<file path="config.mk">
export PLATFORM = sky130hd
export DESIGN_NAME = dpac_top
export DESIGN_NICKNAME = d
export VERILOG_FILES = /design/src/rtl/dpac_pkg.sv /design/src/rtl/dpac_tap_if.sv /design/src/rtl/dpac_tap.sv /design/src/rtl/dpac_top.sv
export SDC_FILE = /design/constraint.sdc
export NUM_CORES = 1
export LEC_CHECK = 0
export BUFFER_PORTS_ARGS = -buffer_cell sky130_fd_sc_hd__buf_2
export CORE_MARGIN = 2
export CORE_UTILIZATION = 48
export DETAILED_ROUTE_END_ITERATION = 7
export PLACE_DENSITY = 0.77
export RECOVER_POWER = 100
export SLEW_MARGIN = 20
export SYNTH_ARGS = -nofsm -noshare
export SYNTH_HDL_FRONTEND = slang
export SYNTH_SLANG_ARGS = --single-unit
</file>
<file path="constraint.sdc">
create_clock -name clk_i -period 2.55 [get_ports clk_i]
set_input_delay 0.51 -clock clk_i [delete_from_list [all_inputs] [get_ports clk_i]]
set_output_delay 0.51 -clock clk_i [all_outputs]
set_load 0.01 [all_outputs]
</file>
<file path="src/rtl/dpac_pkg.sv">
// shared constants and types of the debug port access control block
package dpac_pkg;
  // ==========================================================
  // timing
  localparam int CLK_PERIOD_NS = 8;
  localparam int ACQ_WINDOW_NS = 8000;
  // a longest time rounds down
  localparam int ACQ_CYC = ACQ_WINDOW_NS / CLK_PERIOD_NS;
  localparam logic [10:0] ACQ_CYC_W = 11'(ACQ_CYC);
  // ==========================================================
  // swd acquire key, an arbitrary pattern of our own
  localparam int ACQ_KEY_W = 16;
  localparam logic [15:0] ACQ_KEY = 16'hA5C3;
  // ==========================================================
  // register map, byte addresses
  localparam logic [3:0] REG_CTRL = 4'h0;
  localparam logic [3:0] REG_STAT = 4'h4;
  localparam logic [3:0] REG_IDENT = 4'h8;
  localparam logic [31:0] IDENT_VAL = 32'h0000_1234; // arbitrary value
  // ctrl fields
  localparam int CTRL_DOC_EN = 0;
  localparam int CTRL_PORT_DIS = 1;
  localparam int CTRL_SWV_EN = 2;
  localparam logic [2:0] CTRL_RST = 3'h0;
  // status fields
  localparam int STAT_MODE_LSB = 0;
  localparam int STAT_LOCK = 3;
  localparam int STAT_ACQ = 4;
  localparam int STAT_WIN = 5;
  localparam int STAT_DPS_LSB = 6;
  // ==========================================================
  // port select setting held in the nonvolatile latch
  localparam logic [1:0] DPS_JTAG4 = 2'h0;
  localparam logic [1:0] DPS_JTAG5 = 2'h1;
  localparam logic [1:0] DPS_SWD = 2'h2;
  localparam logic [1:0] DPS_OFF = 2'h3;
  // pins used per configuration
  localparam logic [2:0] PINS_NONE = 3'h0;
  localparam logic [2:0] PINS_SWV = 3'h1;
  localparam logic [2:0] PINS_SWD = 3'h2;
  localparam logic [2:0] PINS_SWD_SWV = 3'h3;
  localparam logic [2:0] PINS_JTAG4 = 3'h4;
  localparam logic [2:0] PINS_JTAG5 = 3'h5;
  // ==========================================================
  // test access port instructions
  localparam int IR_W = 4;
  localparam logic [3:0] IR_EXTEST = 4'h0;
  localparam logic [3:0] IR_IDCODE = 4'h1;
  localparam logic [3:0] IR_DEVRST = 4'h8;
  localparam logic [3:0] IR_BYPASS = 4'hF;
  localparam logic [31:0] TAP_IDCODE = 32'h0000_0ACB; // arbitrary value
  localparam int BSR_W = 8;
  localparam int TLR_TMS_ONES = 5;

  typedef enum logic [1:0] {
    MODE_OFF = 2'b00,
    MODE_JTAG4 = 2'b01,
    MODE_JTAG5 = 2'b10,
    MODE_SWD = 2'b11
  } dpac_mode_t;

  typedef enum logic [3:0] {
    TAP_TLR = 4'b0000,
    TAP_RTI = 4'b0001,
    TAP_SDR = 4'b0010,
    TAP_CDR = 4'b0011,
    TAP_SHDR = 4'b0100,
    TAP_E1DR = 4'b0101,
    TAP_PDR = 4'b0110,
    TAP_E2DR = 4'b0111,
    TAP_UDR = 4'b1000,
    TAP_SIR = 4'b1001,
    TAP_CIR = 4'b1010,
    TAP_SHIR = 4'b1011,
    TAP_E1IR = 4'b1100,
    TAP_PIR = 4'b1101,
    TAP_E2IR = 4'b1110,
    TAP_UIR = 4'b1111
  } dpac_tap_t;
endpackage

</file>
<file path="src/rtl/dpac_tap_if.sv">
// carrier between the port controller and its test access port
`timescale 1ns/100ps
interface dpac_tap_if;
  logic tck_rise;
  logic tck_fall;
  logic tms;
  logic tdi;
  logic trst;
  logic en;
  logic tdo;
  logic tdo_en;
  logic rst_req;
  logic in_tlr;
  modport ctl (output tck_rise, tck_fall, tms, tdi, trst, en,
               input tdo, tdo_en, rst_req, in_tlr);
  modport tap (input tck_rise, tck_fall, tms, tdi, trst, en,
               output tdo, tdo_en, rst_req, in_tlr);
endinterface

</file>
<file path="src/rtl/dpac_tap.sv">
// boundary-scan test access port state machine and data registers
`timescale 1ns/100ps
module dpac_tap (
  // clock and reset
  input wire logic clk_i,
  input wire logic rst_i,
  // link side
  dpac_tap_if.tap t,
  // boundary scan cells
  input wire logic [7:0] bsr_in_i
);
  dpac_pkg::dpac_tap_t st_reg, st_next;
  logic [3:0] ir_reg, ir_next, irs_reg, irs_next;
  logic [31:0] dr_reg, dr_next;
  logic tdo_reg, tdo_next, oen_reg, oen_next, rq_reg, rq_next;
  logic [2:0] ones_reg;

  // ==========================================================
  // state walk on every test clock rise
  function automatic dpac_pkg::dpac_tap_t step(dpac_pkg::dpac_tap_t s, logic m);
    case (s)
      dpac_pkg::TAP_TLR: step = m ? dpac_pkg::TAP_TLR : dpac_pkg::TAP_RTI;
      dpac_pkg::TAP_RTI: step = m ? dpac_pkg::TAP_SDR : dpac_pkg::TAP_RTI;
      dpac_pkg::TAP_SDR: step = m ? dpac_pkg::TAP_SIR : dpac_pkg::TAP_CDR;
      dpac_pkg::TAP_CDR: step = m ? dpac_pkg::TAP_E1DR : dpac_pkg::TAP_SHDR;
      dpac_pkg::TAP_SHDR: step = m ? dpac_pkg::TAP_E1DR : dpac_pkg::TAP_SHDR;
      dpac_pkg::TAP_E1DR: step = m ? dpac_pkg::TAP_UDR : dpac_pkg::TAP_PDR;
      dpac_pkg::TAP_PDR: step = m ? dpac_pkg::TAP_E2DR : dpac_pkg::TAP_PDR;
      dpac_pkg::TAP_E2DR: step = m ? dpac_pkg::TAP_UDR : dpac_pkg::TAP_SHDR;
      dpac_pkg::TAP_UDR: step = m ? dpac_pkg::TAP_SDR : dpac_pkg::TAP_RTI;
      dpac_pkg::TAP_SIR: step = m ? dpac_pkg::TAP_TLR : dpac_pkg::TAP_CIR;
      dpac_pkg::TAP_CIR: step = m ? dpac_pkg::TAP_E1IR : dpac_pkg::TAP_SHIR;
      dpac_pkg::TAP_SHIR: step = m ? dpac_pkg::TAP_E1IR : dpac_pkg::TAP_SHIR;
      dpac_pkg::TAP_E1IR: step = m ? dpac_pkg::TAP_UIR : dpac_pkg::TAP_PIR;
      dpac_pkg::TAP_PIR: step = m ? dpac_pkg::TAP_E2IR : dpac_pkg::TAP_PIR;
      dpac_pkg::TAP_E2IR: step = m ? dpac_pkg::TAP_UIR : dpac_pkg::TAP_SHIR;
      dpac_pkg::TAP_UIR: step = m ? dpac_pkg::TAP_SDR : dpac_pkg::TAP_RTI;
      default: step = dpac_pkg::TAP_TLR;
    endcase
  endfunction

  // next state, shifts and capture; tdo changes on the falling test clock
  always_comb begin
    st_next = st_reg;
    ir_next = ir_reg;
    irs_next = irs_reg;
    dr_next = dr_reg;
    tdo_next = tdo_reg;
    oen_next = oen_reg;
    rq_next = 1'b0;
    if (!t.en || t.trst) begin
      st_next = dpac_pkg::TAP_TLR;
      ir_next = dpac_pkg::IR_IDCODE;
      oen_next = 1'b0;
    end else if (t.tck_rise) begin
      st_next = step(st_reg, t.tms);
      case (st_reg)
        dpac_pkg::TAP_TLR: ir_next = dpac_pkg::IR_IDCODE;
        dpac_pkg::TAP_CIR: irs_next = dpac_pkg::IR_IDCODE;
        dpac_pkg::TAP_SHIR: irs_next = {t.tdi, irs_reg[3:1]};
        dpac_pkg::TAP_UIR: ir_next = irs_reg;
        dpac_pkg::TAP_CDR: begin
          case (ir_reg)
            dpac_pkg::IR_IDCODE: dr_next = dpac_pkg::TAP_IDCODE;
            dpac_pkg::IR_EXTEST: dr_next = {24'h000000, bsr_in_i};
            default: dr_next = 32'h00000000;
          endcase
        end
        dpac_pkg::TAP_SHDR: begin
          case (ir_reg)
            dpac_pkg::IR_IDCODE: dr_next = {t.tdi, dr_reg[31:1]};
            dpac_pkg::IR_EXTEST: dr_next = {24'h000000, t.tdi, dr_reg[7:1]};
            default: dr_next = {31'h00000000, t.tdi};
          endcase
        end
        dpac_pkg::TAP_UDR: rq_next = (ir_reg == dpac_pkg::IR_DEVRST) && dr_reg[0];
        default: ;
      endcase
    end else if (t.tck_fall) begin
      oen_next = (st_reg == dpac_pkg::TAP_SHDR) || (st_reg == dpac_pkg::TAP_SHIR);
      tdo_next = (st_reg == dpac_pkg::TAP_SHIR) ? irs_reg[0] : dr_reg[0];
    end
  end

  always_ff @(posedge clk_i) begin
    if (rst_i) begin
      st_reg <= dpac_pkg::TAP_TLR;
      ir_reg <= dpac_pkg::IR_IDCODE;
      irs_reg <= dpac_pkg::IR_IDCODE;
      dr_reg <= 32'h00000000;
      tdo_reg <= 1'b0;
      oen_reg <= 1'b0;
      rq_reg <= 1'b0;
    end else begin
      st_reg <= st_next;
      ir_reg <= ir_next;
      irs_reg <= irs_next;
      dr_reg <= dr_next;
      tdo_reg <= tdo_next;
      oen_reg <= oen_next;
      rq_reg <= rq_next;
    end
  end

  assign t.tdo = tdo_reg;
  assign t.tdo_en = oen_reg;
  assign t.rst_req = rq_reg;
  assign t.in_tlr = (st_reg == dpac_pkg::TAP_TLR);

  // helper: rises seen with the mode pin held high
  always_ff @(posedge clk_i) begin
    if (rst_i || !t.en) begin
      ones_reg <= 3'h0;
    end else if (t.tck_rise) begin
      ones_reg <= !t.tms ? 3'h0 :
                  (ones_reg == 3'(dpac_pkg::TLR_TMS_ONES)) ? ones_reg : ones_reg + 3'h1;
    end
  end

  a_tms_reset: assert property (@(posedge clk_i) disable iff (rst_i)
    (ones_reg == 3'(dpac_pkg::TLR_TMS_ONES)) |-> (st_reg == dpac_pkg::TAP_TLR))
    else $error("five tms ones did not reset the tap");
endmodule

</file>
<file path="src/rtl/dpac_top.sv">
// debug port access control: pin sampling, port select, swd acquire, registers
//
// Local design decisions: the Wishbone register port and the address map.
`timescale 1ns/100ps
// Function
// debug circuits off until firmware enables them
// no outside path re-enables debug circuits
// lockout disables every programming/debug/test port
// pins used follow the active configuration
// test access port per boundary-scan standard
// four or five pins, test reset optional
// host keeps test clock within rate limits
// boundary-scan on by default, firmware may release
// scan chains only through boundary-scan port
// port reset register works unless ports disabled
// default 4-wire, no test reset, mode pin input
// mode pin bidirectional while swd acquires
// host resets tap by mode-pin sequence
// swd enabled only by key within 8 us
// port select sampled from latch at reset
module dpac_top (
  // clock and reset
  input wire logic clk_i,
  input wire logic rst_i,
  // wishbone slave
  input wire logic wb_cyc_i,
  input wire logic wb_stb_i,
  input wire logic wb_we_i,
  input wire logic [3:0] wb_adr_i,
  input wire logic [3:0] wb_sel_i,
  input wire logic [31:0] wb_dat_i,
  output logic [31:0] wb_dat_o,
  output logic wb_ack_o,
  // nonvolatile latch outputs
  input wire logic [1:0] debug_port_select_setting_i,
  input wire logic lockout_i,
  // link pins
  input wire logic tck_i,
  input wire logic tms_i,
  output logic tms_o,
  output logic tms_oe_n_o,
  input wire logic tdi_i,
  input wire logic trst_n_i,
  output logic tdo_o,
  output logic tdo_oe_n_o,
  // trace and scan
  input wire logic trace_viewer_output_i,
  input wire logic [7:0] bsr_in_i,
  // device side
  output logic debug_on_chip_circuits_o,
  output logic gpio_release_o,
  output logic [2:0] pins_used_o,
  output logic sys_reset_req_o
);
  dpac_tap_if t ();
  dpac_pkg::dpac_mode_t mode_reg, mode_next;
  logic [2:0] ctrl_reg, ctrl_next;
  logic [1:0] dps_reg, dps_next;
  logic lock_reg, lock_next, init_reg, init_next;
  logic acq_reg, acq_next, ack_pend_reg, ack_pend_next;
  logic [10:0] win_reg, win_next;
  logic [15:0] key_reg, key_next;
  logic [31:0] rdat_reg, rdat_next;
  logic ack_reg, ack_next;
  logic tms_out_reg, tms_oen_reg, tdo_out_reg, tdo_oen_reg;
  logic tms_out_next, tms_oen_next, tdo_out_next, tdo_oen_next;
  logic gpio_reg, gpio_next, srst_reg, srst_next;
  logic doc_reg, doc_next;
  logic [2:0] pins_reg, pins_next;
  logic [3:0] s1_reg, s2_reg;
  logic tck_d_reg;
  logic win_open, port_on, wb_req;

  // ==========================================================
  // pin synchronisers; first stage feeds only the second
  always_ff @(posedge clk_i) begin
    if (rst_i) begin
      s1_reg <= 4'h0;
      s2_reg <= 4'h0;
      tck_d_reg <= 1'b0;
    end else begin
      s1_reg <= {!trst_n_i, tdi_i, tms_i, tck_i};
      s2_reg <= s1_reg;
      tck_d_reg <= s2_reg[0];
    end
  end

  // test clock edges found by the system clock; rate limit is the host's duty
  assign t.tck_rise = s2_reg[0] && !tck_d_reg;
  assign t.tck_fall = !s2_reg[0] && tck_d_reg;
  assign t.tms = s2_reg[1];
  assign t.tdi = s2_reg[2];
  assign t.trst = s2_reg[3] && (mode_reg == dpac_pkg::MODE_JTAG5);
  assign t.en = (mode_reg == dpac_pkg::MODE_JTAG4) || (mode_reg == dpac_pkg::MODE_JTAG5);

  dpac_tap u_tap (
    .clk_i(clk_i),
    .rst_i(rst_i),
    .t(t),
    .bsr_in_i(bsr_in_i)
  );

  // ==========================================================
  // port selection, acquire window and swd key
  assign win_open = init_reg && (win_reg < dpac_pkg::ACQ_CYC_W);
  assign port_on = (mode_reg != dpac_pkg::MODE_OFF);

  function automatic dpac_pkg::dpac_mode_t dps_mode(logic [1:0] d);
    case (d)
      dpac_pkg::DPS_JTAG4: dps_mode = dpac_pkg::MODE_JTAG4;
      dpac_pkg::DPS_JTAG5: dps_mode = dpac_pkg::MODE_JTAG5;
      dpac_pkg::DPS_SWD: dps_mode = dpac_pkg::MODE_OFF; // swd waits for the key
      default: dps_mode = dpac_pkg::MODE_OFF;
    endcase
  endfunction

  always_comb begin
    init_next = 1'b1;
    dps_next = dps_reg;
    lock_next = lock_reg;
    mode_next = mode_reg;
    win_next = win_reg;
    key_next = key_reg;
    acq_next = acq_reg;
    ack_pend_next = ack_pend_reg;
    if (!init_reg) begin
      // latch outputs taken once, in the first cycle after release
      dps_next = debug_port_select_setting_i;
      lock_next = lockout_i;
      mode_next = lockout_i ? dpac_pkg::MODE_OFF : dps_mode(debug_port_select_setting_i);
    end else begin
      if (win_open) begin
        win_next = win_reg + 11'h001;
      end
      if (win_open && t.tck_rise) begin
        key_next = {key_reg[14:0], t.tms};
      end
      // a late key is ignored; swd can be taken inside the window unless lockout is set
      if (win_open && !lock_reg && key_reg == dpac_pkg::ACQ_KEY && !acq_reg) begin
        acq_next = 1'b1;
        ack_pend_next = 1'b1;
        mode_next = dpac_pkg::MODE_SWD;
      end
      if (ack_pend_reg && t.tck_rise) begin
        ack_pend_next = 1'b0;
      end
      if (ctrl_reg[dpac_pkg::CTRL_PORT_DIS] || lock_reg) begin
        mode_next = dpac_pkg::MODE_OFF;
      end
    end
  end

  always_ff @(posedge clk_i) begin
    if (rst_i) begin
      init_reg <= 1'b0;
      dps_reg <= dpac_pkg::DPS_JTAG4;
      lock_reg <= 1'b1; // closed until the latch is read
      mode_reg <= dpac_pkg::MODE_OFF;
      win_reg <= 11'h000;
      key_reg <= 16'h0000;
      acq_reg <= 1'b0;
      ack_pend_reg <= 1'b0;
    end else begin
      init_reg <= init_next;
      dps_reg <= dps_next;
      lock_reg <= lock_next;
      mode_reg <= mode_next;
      win_reg <= win_next;
      key_reg <= key_next;
      acq_reg <= acq_next;
      ack_pend_reg <= ack_pend_next;
    end
  end

  // ==========================================================
  // pin drivers and device-side outputs
  always_comb begin
    // mode pin is driven only while acknowledging an swd acquire
    tms_oen_next = !((mode_reg == dpac_pkg::MODE_SWD) && ack_pend_reg);
    tms_out_next = 1'b0;
    tdo_out_next = t.tdo;
    tdo_oen_next = !(t.en && t.tdo_en);
    // trace viewer rides on the data-out pin, only beside swd
    if (mode_reg == dpac_pkg::MODE_SWD && ctrl_reg[dpac_pkg::CTRL_SWV_EN]) begin
      tdo_out_next = trace_viewer_output_i;
      tdo_oen_next = 1'b0;
    end
    gpio_next = !port_on;
    doc_next = ctrl_reg[dpac_pkg::CTRL_DOC_EN] && !lock_reg; // lockout gates it too
    srst_next = t.rst_req && port_on && (dps_reg != dpac_pkg::DPS_OFF);
    case (mode_reg)
      dpac_pkg::MODE_JTAG4: pins_next = dpac_pkg::PINS_JTAG4;
      dpac_pkg::MODE_JTAG5: pins_next = dpac_pkg::PINS_JTAG5;
      dpac_pkg::MODE_SWD: pins_next = ctrl_reg[dpac_pkg::CTRL_SWV_EN] ?
                                      dpac_pkg::PINS_SWD_SWV : dpac_pkg::PINS_SWD;
      default: pins_next = dpac_pkg::PINS_NONE;
    endcase
  end

  always_ff @(posedge clk_i) begin
    if (rst_i) begin
      tms_out_reg <= 1'b0;
      tms_oen_reg <= 1'b1;
      tdo_out_reg <= 1'b0;
      tdo_oen_reg <= 1'b1;
      gpio_reg <= 1'b1;
      doc_reg <= 1'b0;
      srst_reg <= 1'b0;
      pins_reg <= dpac_pkg::PINS_NONE;
    end else begin
      tms_out_reg <= tms_out_next;
      tms_oen_reg <= tms_oen_next;
      tdo_out_reg <= tdo_out_next;
      tdo_oen_reg <= tdo_oen_next;
      gpio_reg <= gpio_next;
      doc_reg <= doc_next;
      srst_reg <= srst_next;
      pins_reg <= pins_next;
    end
  end

  // ==========================================================
  // wishbone slave: answer one cycle after the strobe, unmapped reads zero
  assign wb_req = wb_cyc_i && wb_stb_i && !ack_reg;

  always_comb begin
    ctrl_next = ctrl_reg;
    ack_next = wb_req;
    rdat_next = rdat_reg;
    if (wb_req && wb_we_i && wb_adr_i == dpac_pkg::REG_CTRL && wb_sel_i[0]) begin
      // only firmware can turn the debug circuits on
      ctrl_next = wb_dat_i[2:0];
    end
    if (wb_req && !wb_we_i) begin
      rdat_next = 32'h00000000;
      case (wb_adr_i)
        dpac_pkg::REG_CTRL: rdat_next[2:0] = ctrl_reg;
        dpac_pkg::REG_STAT: begin
          rdat_next[dpac_pkg::STAT_MODE_LSB +: 2] = mode_reg;
          rdat_next[dpac_pkg::STAT_LOCK] = lock_reg;
          rdat_next[dpac_pkg::STAT_ACQ] = acq_reg;
          rdat_next[dpac_pkg::STAT_WIN] = win_open;
          rdat_next[dpac_pkg::STAT_DPS_LSB +: 2] = dps_reg;
        end
        dpac_pkg::REG_IDENT: rdat_next = dpac_pkg::IDENT_VAL;
        default: rdat_next = 32'h00000000;
      endcase
    end
  end

  always_ff @(posedge clk_i) begin
    if (rst_i) begin
      ctrl_reg <= dpac_pkg::CTRL_RST;
      ack_reg <= 1'b0;
      rdat_reg <= 32'h00000000;
    end else begin
      ctrl_reg <= ctrl_next;
      ack_reg <= ack_next;
      rdat_reg <= rdat_next;
    end
  end

  assign wb_ack_o = ack_reg;
  assign wb_dat_o = rdat_reg;
  // registered, so the enable lags the write by one cycle
  assign debug_on_chip_circuits_o = doc_reg;
  assign tms_o = tms_out_reg;
  assign tms_oe_n_o = tms_oen_reg;
  assign tdo_o = tdo_out_reg;
  assign tdo_oe_n_o = tdo_oen_reg;
  assign gpio_release_o = gpio_reg;
  assign pins_used_o = pins_reg;
  assign sys_reset_req_o = srst_reg;

  // ==========================================================
  // checks
  a_doc_off_reset: assert property (@(posedge clk_i)
    rst_i |=> !debug_on_chip_circuits_o)
    else $error("debug circuits on after reset");

  a_doc_fw_only: assert property (@(posedge clk_i) disable iff (rst_i)
    $rose(ctrl_reg[0]) |-> $past(wb_req && wb_we_i && wb_dat_i[0]))
    else $error("debug enable set without a firmware write");

  a_lock_blocks: assert property (@(posedge clk_i) disable iff (rst_i)
    (init_reg && lock_reg) |-> ##1 (!port_on && tms_oe_n_o && !sys_reset_req_o))
    else $error("port active under lockout");

  a_pins_used: assert property (@(posedge clk_i) disable iff (rst_i)
    (mode_reg == dpac_pkg::MODE_SWD && ctrl_reg[2] && $stable(mode_reg) && $stable(ctrl_reg))
    |=> (pins_used_o == dpac_pkg::PINS_SWD_SWV))
    else $error("swd with trace viewer does not use three pins");

  a_default_jtag4: assert property (@(posedge clk_i) disable iff (rst_i)
    (!init_reg && debug_port_select_setting_i == dpac_pkg::DPS_JTAG4 && !lockout_i)
    |=> (mode_reg == dpac_pkg::MODE_JTAG4) ##1 tms_oe_n_o)
    else $error("default setting did not give 4-wire with input-only mode pin");

  a_rst_gated: assert property (@(posedge clk_i) disable iff (rst_i)
    sys_reset_req_o |-> ($past(port_on) && dps_reg != dpac_pkg::DPS_OFF))
    else $error("port reset while ports disabled");

  a_acq_window: assert property (@(posedge clk_i) disable iff (rst_i)
    $rose(acq_reg) |-> $past(win_reg) < dpac_pkg::ACQ_CYC_W)
    else $error("swd taken outside the window");

  a_gpio_release: assert property (@(posedge clk_i) disable iff (rst_i)
    (init_reg && ctrl_reg[1]) |-> ##2 gpio_release_o)
    else $error("pins not released after port disable");

  a_tms_drive: assert property (@(posedge clk_i) disable iff (rst_i)
    !tms_oe_n_o |-> $past(mode_reg == dpac_pkg::MODE_SWD))
    else $error("mode pin driven outside swd");
endmodule

</file>
==> impl_metrics.env <==
export IMPL_grt_pass1_wl_um=16880
export IMPL_cp_required_ns=2.98
export IMPL_cts_setup_buffers=0
export IMPL_drv_cap=1
export IMPL_peakVddDrop_mv=0.3060
export IMPL_instances_no_fill=717
export IMPL_synth_mux_area_share_pct=7.043
export IMPL_num_vias=3875
export IMPL_holdWs_ns=0.1559
export IMPL_crit_slowest_cell="nor4b_2"
export IMPL_drt_iter0_drc=206
export IMPL_hold_depth=2
export IMPL_power_leakage_uw=0.002164
export IMPL_critPathCaptureType="register"
export IMPL_cts_hold_buffers=0
export IMPL_ys_seq_area_share_pct=46.65
export IMPL_syn_avg_cell_area_um2=9.168
export IMPL_finalSetupViolCount=0
export IMPL_viasPerCell=5.404
export IMPL_min_period_ns=2.125
export IMPL_setup_tns_final_ns=0
export IMPL_die_h_um=104.5
export IMPL_synth_common_cells="113 x dfxtp_1, 51 x nand2_1, 43 x nor2_1"
export IMPL_io_buffers=48
export IMPL_synth_ff_type="dfxtp_1"
export IMPL_r2r_slack_ns=0.42
export IMPL_clock_sinks=113
export IMPL_antenna_found_initial=0
export IMPL_num_io_pins=104
export IMPL_synth_edf_count=0
export IMPL_syn_cell_area_mm2=0.004850
export IMPL_place_congestion=0.8346
export IMPL_cp_max_fo=17
export IMPL_synth_top_family_by_area="simple AND/OR/NAND/NOR gates"
export IMPL_critPathKind="register to register"
export IMPL_status="finished with violations"
export IMPL_synth_top_area_share_pct=46.65
export IMPL_diodes=0
export IMPL_startpoint_type="register"
export IMPL_cts_resized_gates=0
export IMPL_reg2reg_depth=5
export IMPL_drive_gt1_share_pct=14.21
export IMPL_utilization_pct=57.12
export IMPL_hold_path_class="input port to register"
export IMPL_numCtsBuffers=17
export IMPL_power_density_mw_per_mm2=747.0
export IMPL_synthAdderAreaFrac_pct=1.548
export IMPL_worst_ep_arrival_time_ns=2.55
export IMPL_drcViolationCount=0
export IMPL_clock_skew_ns=0.007937
export IMPL_yosysWarnings=0
export IMPL_first_pass_iters=4
export IMPL_tritoncts="yes"
export IMPL_p_total_uw=4170
export IMPL_largest_register_ffs=32
export IMPL_synth_xor_area_share_pct=0.5418
export IMPL_violations="max-capacitance violations"
export IMPL_syn_inst=529
export IMPL_grt_usage_pct=18.93
export IMPL_finalHoldViolations=0
export IMPL_synth_simple_area_share_pct=20.28
export IMPL_die_x_um=104.5
export IMPL_holdPathEnd="s1_reg[3]"
export IMPL_crit_chain="nor4b_2, clkbuf_1, a31o_2, nand3_1, o22ai_1"
export IMPL_grt_overflow=0
export IMPL_antenna_left=0
export IMPL_cts_htree_levels=4
export IMPL_synth_cell_type_count=61
export IMPL_cts_root_buf="clkbuf_8"
export IMPL_synth_largest_area_cell="dfxtp_1"
export IMPL_worst_slew_pin_slew_ns=1.495
export IMPL_slew_violations=0
export IMPL_slowest_delay_ns=0.61
export IMPL_wirelength_um=9949
export IMPL_core_area_mm2=0.009774
export IMPL_rows=36
export IMPL_rsz0062_at_grt="false"
export IMPL_fmax_mhz=470.6
export IMPL_grt_pass1_vias=3678
export IMPL_hold_start="trst_n_i"
export IMPL_die_area_mm2=0.01092
export IMPL_nets=638
export IMPL_yosysMostFrequentCell="dfxtp_1"
export IMPL_wl_per_cell_um=13.88
export IMPL_hpwlAfterDp_um=6390
export IMPL_synth_compound_area_share_pct=15.87
export IMPL_clk_pin_slew_worst_paths_ns=0.05
export IMPL_grt_max_degree=77
export IMPL_r2r_end="u_tap.dr_reg[7]"
export IMPL_period_share_pct=83.34
export IMPL_place_inst=685
export IMPL_timing_slew_headroom_pct=0.3016
export IMPL_clkLatencyLatePin_ns=0.51
export IMPL_ys_ff_latch=113
export IMPL_r2r_start="u_tap.st_reg[0]"
export IMPL_synth_area_leaders="dfxtp_1 47%, mux2i_1 5.0%, buf_4 4.0%"
export IMPL_synthToLayoutAreaGrowth_pct=15.12
export IMPL_async_flop_share_pct=0
export IMPL_initial_core_util_pct=49.62
export IMPL_clockBufferDepth=2
==> worst max-delay path by stage <==
stage | from | endpoint | cells after the start
6_report | u_tap.st_reg[0] | u_tap.dr_reg[7] | 5
5_1_grt | u_tap.st_reg[0] | u_tap.dr_reg[0] | 5
4_1_cts | mode_reg[0] | u_tap.dr_reg[31] | 7
3_5_place_dp | mode_reg[0] | u_tap.dr_reg[31] | 7
3_3_place_gp | mode_reg[0] | u_tap.dr_reg[31] | 7
2_1_floorplan | mode_reg[0] | u_tap.dr_reg[12] | 8
==> cell families (layout without fill, tap and decap cells) <==
| kind of cell | after synthesis | after routing |
|---|---|---|
| XOR/XNOR | 3 | 3 |
| AND/OR/NAND/NOR | 187 | 187 |
| flip-flops | 113 | 113 |
| AO/OA/AOI/OAI | 118 | 118 |
| multiplexers | 32 | 32 |
| adder cells (fa/ha/maj) | 6 | 6 |
| buffers and inverters | 69 | 102 |
| other | 1 | 23 |
==> cell type report <==
class | count | area, um^2
multi-input combinational | 369 | 2266
sequential | 113 | 2262
inverter | 12 | 45.04
clock inverter | 13 | 138.9
clock buffer | 19 | 431.7
tap | 133 | 166.4
timing repair buffer | 58 | 272.8
fill | 875 | 4192
==> power by group <==
group / internal (uW) / switching, uW / total (uW)
Sequential: 1790 / 18.2 / 1810
Combinational: 52.1 / 94.9 / 147
Clock: 1410 / 807 / 2220
==> metal layers <==
metal | global-route usage [%] | wire [um] | up-vias
met1 | 23.36 | 4571 | 1803
met3 | 5.013 | 500 | 10
met4 | 7.529 | 91 | 0
met5 | 0 | 0 | -
li1 | - | - | 1944
met2 | 31.37 | 4786 | 118
==> critical path, delay by kind of cell (launching register included) <==
family,cells,cell delay [ns]
buf+inv,1,0.25
compound gates,2,0.50
simple gates,2,0.80
flops,1,0.48
==> cell usage in the layout (no fill, tap or decap), types with 16 or more instances in the layout <==
cell	instances
nor2_1	43
nand2_1	51
a21oi_1	28
clkbuf_1	25
nor2b_1	20
buf_2	27
mux2i_1	24
conb_1	23
dfxtp_1	113
o22ai_1	24
o21ai_0	19
clkbuf_16	16
==> metrics by stage <==
stage / instance area [um^2] / setup slack, ns
6_report: 5583 / 0.4248
4_1_cts: 5654 / 0.4637
5_1_grt: 5583 / 0.1999
2_1_floorplan: 4932 / 0.6976
3_3_place_gp: 5084 / 0.5152
3_5_place_dp: 5084 / 0.5303
(Power assumes the default switching activity.)
